[src/include/mmec_pkg.sv]
// mmec_pkg: constants and types for the multi-mode event counter
// assumes one 100 MHz clock shared by all users
package mmec_pkg;
   localparam int          COUNT_WIDTH   = 32;
   localparam int          TB_DIV        = 10;
   localparam int          CLK_PERIOD_NS = 10;
   localparam int          TB_PERIOD_NS  = 100;
   localparam int          TB_CYCLES     = (TB_PERIOD_NS + CLK_PERIOD_NS - 1)
                                           / CLK_PERIOD_NS;
   localparam logic [31:0] COUNT_RESET   = 32'h00000000;
   localparam logic [1:0]  MODE_GATED    = 2'h0;
   localparam logic [1:0]  MODE_UPDOWN   = 2'h1;
   localparam logic [1:0]  MODE_PERIOD   = 2'h2;
   typedef enum logic [1:0] {
      MMEC_GATED,
      MMEC_UPDOWN,
      MMEC_PERIOD,
      MMEC_IDLE
   } mmec_mode_type;
endpackage

[src/hw/mmec_edge_sync.sv]
// mmec_edge_sync: two-flop synchroniser with rise and fall detect
// assumes input may be asynchronous to clk
`timescale 1ns/100ps
module mmec_edge_sync (
   // clock and reset
   input  wire logic clk,
   input  wire logic resetn,
   // pin in, conditioned out
   input  wire logic pinIn,
   output logic      level,
   output logic      rise,
   output logic      fall
);
   logic [2:0] sync_q;
   logic [2:0] sync_d;

   always_comb begin
      sync_d = {sync_q[1:0], pinIn};
   end

   always_ff @(posedge clk or negedge resetn) begin
      if (!resetn) begin
         sync_q <= 3'h0;
      end else begin
         sync_q <= sync_d;
      end
   end

   // only stages 1 and 2 feed logic
   assign level = sync_q[1];
   assign rise  = sync_q[1] & ~sync_q[2];
   assign fall  = ~sync_q[1] & sync_q[2];
endmodule

[src/hw/mmec_counter.sv]
// mmec_counter: one counter channel, gated, up/down and period modes
// assumes source, gate, direction pins from external generators
//
// Functional notes
// - gated mode counts source pulses while gate active
// - gated mode holds count while gate inactive
// - counting modes output count each sample tick
// - report zero before gate first active
// - no pulses between samples gives same count
// - optional source inversion counts falling edges
// - optional clear of counter on start
// - gated mode has count direction setting, up or down
// - up/down mode counts each source rising edge
// - direction high increments the count
// - direction low decrements the count
// - period mode counts time base between edges
// - period end latches result, restarts from zero
// - period mode outputs latched result each sample
`timescale 1ns/100ps
module mmec_counter
   import mmec_pkg::*;
#(
   parameter int WIDTH    = mmec_pkg::COUNT_WIDTH,
   parameter int TB_COUNT = mmec_pkg::TB_CYCLES
) (
   // clock and reset
   input  wire logic             clk,
   input  wire logic             resetn,
   // configuration
   input  wire logic [1:0]       mode,
   input  wire logic             invertSource,
   input  wire logic             clearOnStart,
   input  wire logic             countDown,
   input  wire logic             startMeasure,
   input  wire logic             sampleClock,
   // external signals
   input  wire logic             counterSourceInput,
   input  wire logic             gateInput,
   input  wire logic             directionAuxInput,
   // results
   output logic [WIDTH-1:0]      sampleValue,
   output logic                  sampleValid,
   output logic                  periodNew
);
   import mmec_pkg::*;

   ////////////////////////////////////////////////////////////////////
   // input conditioning
   logic srcLevel, srcRise, gateLevel, auxLevel;
   logic srcFallUnused, gateRiseUnused, gateFallUnused;
   logic auxRiseUnused, auxFallUnused;
   logic srcPin;

   assign srcPin = counterSourceInput ^ invertSource;

   mmec_edge_sync uSrc (
      .clk    (clk),
      .resetn (resetn),
      .pinIn  (srcPin),
      .level  (srcLevel),
      .rise   (srcRise),
      .fall   (srcFallUnused)
   );
   mmec_edge_sync uGate (
      .clk    (clk),
      .resetn (resetn),
      .pinIn  (gateInput),
      .level  (gateLevel),
      .rise   (gateRiseUnused),
      .fall   (gateFallUnused)
   );
   mmec_edge_sync uAux (
      .clk    (clk),
      .resetn (resetn),
      .pinIn  (directionAuxInput),
      .level  (auxLevel),
      .rise   (auxRiseUnused),
      .fall   (auxFallUnused)
   );

   ////////////////////////////////////////////////////////////////////
   // time base divider
   logic [15:0] tbCnt_q, tbCnt_d;
   logic        tbTick;

   always_comb begin
      tbTick  = (tbCnt_q == 16'(TB_COUNT - 1));
      tbCnt_d = tbTick ? 16'h0000 : tbCnt_q + 16'h0001;
   end

   always_ff @(posedge clk or negedge resetn) begin
      if (!resetn) begin
         tbCnt_q <= 16'h0000;
      end else begin
         tbCnt_q <= tbCnt_d;
      end
   end

   ////////////////////////////////////////////////////////////////////
   // counting core
   logic [WIDTH-1:0] count_q, count_d;
   logic [WIDTH-1:0] result_q, result_d;
   logic [WIDTH-1:0] sample_q, sample_d;
   logic             valid_q, valid_d;
   logic             pnew_q, pnew_d;
   logic             armed_q, armed_d;

   always_comb begin
      count_d  = count_q;
      result_d = result_q;
      sample_d = sample_q;
      valid_d  = 1'b0;
      pnew_d   = 1'b0;
      armed_d  = armed_q;
      if (startMeasure) begin
         if (clearOnStart) begin
            count_d  = WIDTH'(COUNT_RESET);
            result_d = WIDTH'(COUNT_RESET);
         end
         // restart period timing from the next source edge
         armed_d = 1'b0;
      end else begin
         case (mode)
            MODE_GATED: begin
               if (srcRise && gateLevel) begin
                  count_d = countDown ? count_q - 1'b1 : count_q + 1'b1;
               end
            end
            MODE_UPDOWN: begin
               if (srcRise) begin
                  count_d = auxLevel ? count_q + 1'b1 : count_q - 1'b1;
               end
            end
            MODE_PERIOD: begin
               if (srcRise) begin
                  if (armed_q) begin
                     result_d = count_q;
                     pnew_d   = 1'b1;
                  end
                  count_d = WIDTH'(COUNT_RESET);
                  armed_d = 1'b1;
               end else if (tbTick && armed_q) begin
                  count_d = count_q + 1'b1;
               end
            end
            default: begin
               count_d = count_q;
            end
         endcase
      end
      if (sampleClock) begin
         valid_d = 1'b1;
         sample_d = (mode == MODE_PERIOD) ? result_q : count_q;
      end
   end

   always_ff @(posedge clk or negedge resetn) begin
      if (!resetn) begin
         count_q  <= '0;
         result_q <= '0;
         sample_q <= '0;
         valid_q  <= 1'b0;
         pnew_q   <= 1'b0;
         armed_q  <= 1'b0;
      end else begin
         count_q  <= count_d;
         result_q <= result_d;
         sample_q <= sample_d;
         valid_q  <= valid_d;
         pnew_q   <= pnew_d;
         armed_q  <= armed_d;
      end
   end

   assign sampleValue = sample_q;
   assign sampleValid = valid_q;
   assign periodNew   = pnew_q;
endmodule

[config.mk]
export PLATFORM = sky130hd
export DESIGN_NAME = mmec_counter
export DESIGN_NICKNAME = d
export VERILOG_FILES = /design/src/include/mmec_pkg.sv /design/src/hw/mmec_edge_sync.sv /design/src/hw/mmec_counter.sv
export SDC_FILE = /design/constraint.sdc
export NUM_CORES = 1
export LEC_CHECK = 0
export BUFFER_PORTS_ARGS = -buffer_cell sky130_fd_sc_hd__clkbuf_2
export CORE_ASPECT_RATIO = 0.7
export CORE_MARGIN = 2
export CORE_UTILIZATION = 50
export DETAILED_ROUTE_END_ITERATION = 10
export PLACE_DENSITY = 0.71
export SLEW_MARGIN = 20
export SYNTH_ARGS = -nofsm -noshare
export SYNTH_HDL_FRONTEND = slang
export SYNTH_SLANG_ARGS = --single-unit
[constraint.sdc]
create_clock -name clk -period 5.3 [get_ports clk]
set_clock_uncertainty 0.15 [all_clocks]
set_input_delay 1.06 -clock clk [delete_from_list [all_inputs] [get_ports clk]]
set_output_delay 1.06 -clock clk [all_outputs]
set_load 0.01 [all_outputs]
## Word-level counts from Yosys, hierarchy flattened

Cells that the tools add are included.

- Word-level logic and storage cells: 56
- Register bits: 122
- Bits of input ports: 12

- Bitwise logic cells: 3
- Equal/unequal tests: 7
- Muxes and demuxes: 23
- Reductions and logical operators: 10
- Add/sub/neg operators: 3

Operators with widths:

| operator | count |
|---|---|
| $mux W32 | 13 |
| $pmux W32 S3 | 1 |
| $add A32 B1 Y32 const B | 1 |
| $sub A32 B1 Y32 const B | 1 |
| $add A16 B1 Y16 const B | 1 |
| $eq A16 B4 Y1 const B | 1 |
| $mux W16 | 1 |
| $mux W1 | 8 |
| $ne A3 B3 Y1 const B | 2 |
| $reduce_bool A2 Y1 | 3 |
| $reduce_and A5 Y1 | 1 |
| $ne A4 B4 Y1 const B | 1 |
| $reduce_and A4 Y1 | 1 |
| $reduce_bool A4 Y1 | 1 |
| $eq A2 B1 Y1 const B | 1 |
| $eq A2 B2 Y1 const B | 1 |
| $logic_and A1 B1 Y1 | 2 |
| $logic_not A2 Y1 | 1 |
| $ne A2 B2 Y1 const B | 1 |
| $reduce_and A2 Y1 | 1 |
| $and A1 B1 Y1 | 1 |
| $not A1 Y1 | 1 |
| $xor A1 B1 Y1 | 1 |

## Depth between registers and ports, before layout

- Depth after elaboration: 6
- Gate-level depth with buffers: 11
- Mapped depth without buffers: 8

## Cells and area by module

A second synthesis with hierarchy kept.

- Cell total of the unflattened synthesis: 777
- Area total of the unflattened synthesis: 6945.4 um^2

Modules (own cells, without submodules):

| module | cells each | area an instance (um^2) | times used |
|---|---|---|---|
| mmec_counter | 762 | 6675.2 | 1 |
| mmec_edge_sync | 5 | 90.1 | 3 |

## Least setup slack after synthesis

No wires, ideal clock.

- Path type: input port to flip-flop
- Start: input mode[0]
- End: register count_q[10]
- Stages: 8
- Slack: 1956 ps
- Setup time: 122 ps
- Arrival time: 3072 ps
- Cells stage by stage: inv_1 ha_1 inv_1 a211o_1 a221oi_1 nor2_1 clkbuf_1 a32o_1

- Cells in the longest elaborated chain, start to end: 3
- Elaborated cells between the ends (all ways): 10
- Classes of those cells: 5 x eq/ne; 2 x mux; 3 x reduce/logical

Ends and longest elaborated chain:

| item | line | source |
|---|---|---|
| from (decl) | mmec_counter.sv:30 | `input wire logic [1:0] mode,` |
| $eq A2 B2 Y1, or another cell as far along | mmec_counter.sv:123 | `case (mode)` |
| $ne A4 B4 Y1 (no line), or another cell as far along | -- |  |
| $reduce_and A5 Y1 (no line) or $mux W32 (tied branches) | -- |  |
| to (signal assigned) | mmec_counter.sv:166 | `count_q <= count_d;` |
| to (decl) | mmec_counter.sv:101 | `logic [WIDTH-1:0] count_q, count_d;` |

Parallel ways exist; a longest one is shown, timed or not.
A chain may end at the register's enable or synchronous reset.

## Final worst setup path

- Start: input mode[0]
- End: register count_q[23]

The elaborated chain is that of the path after synthesis.

==> run_results.csv <==
group,metric,value,unit
cells_and_area,multi_input_area,0.003432,sq mm
clock_network,cts_root_buf,"clkbuf_16",
synthesis,synth.top_cell.area_share,44.89,%
placed_design,dpl_cell_area,0.007102,sq mm
synthesis,synth_top_family_by_area,"compound AO/OA/AOI/OAI gates",
setup_path,crit_arrival,4350,ps
routing,viasPerCell,6.543,
synthesis,syn_avg_cell_area,9.486,sq um
setup_path,required,5440,ps
sta,drv_slew,0,
synthesis,synth_cells,717,
synthesis,ys_seq_elements,122,
min_path,min_from,"uSrc.sync_q[0]",
setup_path,rrSetupSlack,1860,ps
min_path,hold_path_class,"flip-flop to flip-flop",
synthesis,syn_nets,736,
clock_network,cts_hold_buf,0,
routing,drtIter0Drc,697,
routing,drcViolationCount,0,
clock_network,cts_tree,"done",
synthesis,synthDistinctLibCells,64,
cells_and_area,num_antenna_cells,0,
cells_and_area,num-nets-final,745,
synthesis,async_flop_share,100.0,%
routing,routed_wl,18640,um
routing,wl_per_cell,20.17,um
sta,period_share,79.32,%
routing,antenna_left,0,
setup_path,reg2reg_from,"count_q[0]",
synthesis,synth-edff-count,0,
cells_and_area,seq_area,0.003053,sq mm
sta,finalSetupTns,0,ps
sta,min_period,4204,ps
global_routing,grt_pass1_wl,30590,um
clock_network,postCtsSetupBuffers,0,
synthesis,synthSimpleGateAreaFrac,19.35,%
routing,dr.pass1.iters,6,
setup_path,slowest_delay,700,ps
setup_path,reg2reg_depth,8,
synthesis,ys_warn_count,0,
cells_and_area,final_area,0.007736,sq mm
setup_path,crit_path_max_fanout,17,
cells_and_area,syn_to_final_growth,13.74,%
setup_path,start_kind,"input port",
setup_path,critical_path_class,"input port to flip-flop",
synthesis,synthAdderAreaFrac,1.288,%
cells_and_area,fillerInstances,1148,
routing,vias,6046,
global_routing,antenna_found_initial,0,
pwr,power.density,422.0,mW/mm^2
die,ios,46,
placed_design,port_buffers,45,
synthesis,syn_area,0.006802,sq mm
setup_path,cp_cell_sequence,"clkbuf_2 -> inv_1 -> ha_1 -> inv_1 -> a211o_1 -> a221o_1 -> nand2b_1 -> a31oi_1 -> or3_1",
global_routing,grt_pass1_vias,5894,
global_routing,grt_max_degree,66,
sta,tightest_slew,1026,ps
sta,rsz0062_at_grt,"false",
clock_network,post_cts_resized,0,
die,start_util,51.43,%
global_routing,grt_overflow,0,
setup_path,end_kind,"flip-flop",
clock_network,clock_latency,420,ps
synthesis,ys_seq_area_share,44.89,%
clock_network,cts.sinks,122,
die,coreArea,0.01323,sq mm
min_path,min_path_cells,0,
cells_and_area,drive_gt1_share,13.94,%
sta,finalHoldViolations,0,
placed_design,place.gp.congestion,0.9359,
synthesis,muxShareOfSynthArea,5.942,%
clock_network,numCtsBuffers,17,
clock_network,clk_pin_slew_worst_paths,60,ps
setup_path,slowest_stage,"nand2b_1",
synthesis,ys.flop_type,"dfrtp_1",
sta,fmax,237.9,MHz
synthesis,synth-compound-area-share,20.68,%
die,fp.dieArea,0.01457,sq mm
sta,setup_viol,0,
synthesis,synth_xor_xnor_area_share,2.962,%
setup_path,crit_top_cell,"inv_1",
clock_network,htree_num_levels,4,
die,rows,35,
setup_path,r2r-end,"count_q[30]",
synthesis,synth_top_area_cell,"dfrtp_1",
sta,slew_headroom,31.60,%
clock_network,cts_buffer_depth,2,
pwr,vdd_ir_drop_max,252.3,uV
outcome,outcome,"complete, no violations",
placed_design,dp_hpwl,12150,um
die,die_x,143.4,um
min_path,holdPathEnd,"uSrc.sync_q[1]",
synthesis,ys_top_cells_by_area,"dfrtp_1 45%, mux2i_1 5.4%, a22o_1 4.9%",
job,max-cap-violations,0,
global_routing,grtUsageTotal,26.88,%
die,die_h,101.6,um
pwr,p_leak,3.225,nW
metal layers:
metal,wire (um),GRT usage (%),vias to the layer above,share of wire [%]
li1,-,-,2735,-
met1,8548,38.09,2984,46
met2,8467,40.77,286,45
met3,1289,5.816,41,6.9
met4,335,10.03,0,1.8
met5,0,0,-,0
final cells by class:
type | instances | share of cell area (%)
multi-input cells | 511 | 44.36
flip-flops and latches | 122 | 39.46
well taps | 185 | 2.992
clock buffers | 19 | 5.725
repair buffers | 58 | 4.205
inverters | 16 | 0.7763
clock inverters | 13 | 2.475
critical path, delay by kind of cell:
| kind | cells | cell delay [ps] |
|---|---|---|
| AO/OA/AOI/OAI | 3 | 1060 |
| adder cells (fa/ha/maj) | 1 | 660 |
| buffers and inverters | 3 | 470 |
| AND/OR/NAND/NOR | 2 | 1100 |
worst max path at each step:
stage / depth (start not counted) / from / slack [ps] / end
after floorplan: 8 / mode[0] / 1960 / count_q[10]
after global placement: 9 / mode[0] / 910 / count_q[23]
after detailed placement: 9 / mode[1] / 780 / count_q[23]
after CTS: 9 / mode[1] / 1180 / count_q[23]
after global routing: 9 / mode[1] / 900 / count_q[23]
final: 9 / mode[0] / 1100 / count_q[23]
flip-flops by register name, indices dropped and copies added (netlist names):
signal,flops
periodNew,1
count_q,32
result_q,32
sampleValue,32
tbCnt_q,16
uSrc.sync_q,3
sampleValid,1
uAux.sync_q,2
armed_q,1
uGate.sync_q,2
synth_stat cells (all sizes together) (11+ instances only):
cell and count:
dfrtp 122, nor2 62, clkbuf 59, a21oi 46, a22o 38, mux2i 37, nand2 35, nand3 31
nor3 23, nor4 23, o21ai 20, nand4 18, inv 16, or3 16, xnor2 16, o221ai 14
a221o 11
power by group:
group | internal [mW] | switching (mW) | leakage (nW) | total [mW]
logic | 0.319 | 0.529 | 1.31 | 0.848
clock network | 0.804 | 0.444 | 0.301 | 1.25
registers | 1.01 | 0.156 | 1.62 | 1.17
total | 2.14 | 1.13 | 3.23 | 3.26
cell usage in the layout (no fill, tap or decap), drive strengths merged, types with 20 or more instances in the layout:
cell    instances
nor2           62
mux2i          37
clkbuf         62
dfrtp         122
nor4           23
nor3           23
o21ai          20
a22o           38
nand2          35
a21oi          46
nand3          31
metrics by stage:
step           hold WS, ps  utilization [%]  setup WS (ps)  cells  power [mW]
3_3_place_gp         183.0            53.70          907.1    892       1.966
6_report             200.9            58.50           1096    924       3.265
2_1_floorplan        181.2                -           1956    717       1.764
4_1_cts              203.3            58.50           1179    924       3.258
3_5_place_dp         189.7            53.70          776.4    892       1.999
5_1_grt              208.0            58.50          902.1    924       3.420
kinds of logic (layout without fill, tap and decap cells):
| logic type | after synthesis | after routing |
|---|---|---|
| flops | 122 | 122 |
| buf+inv | 84 | 106 |
| xor+xnor | 23 | 23 |
| compound gates | 190 | 190 |
| mux | 39 | 39 |
| simple gates | 252 | 252 |
| fa+ha+maj | 7 | 7 |
Power figures use the tool's default switching activity.
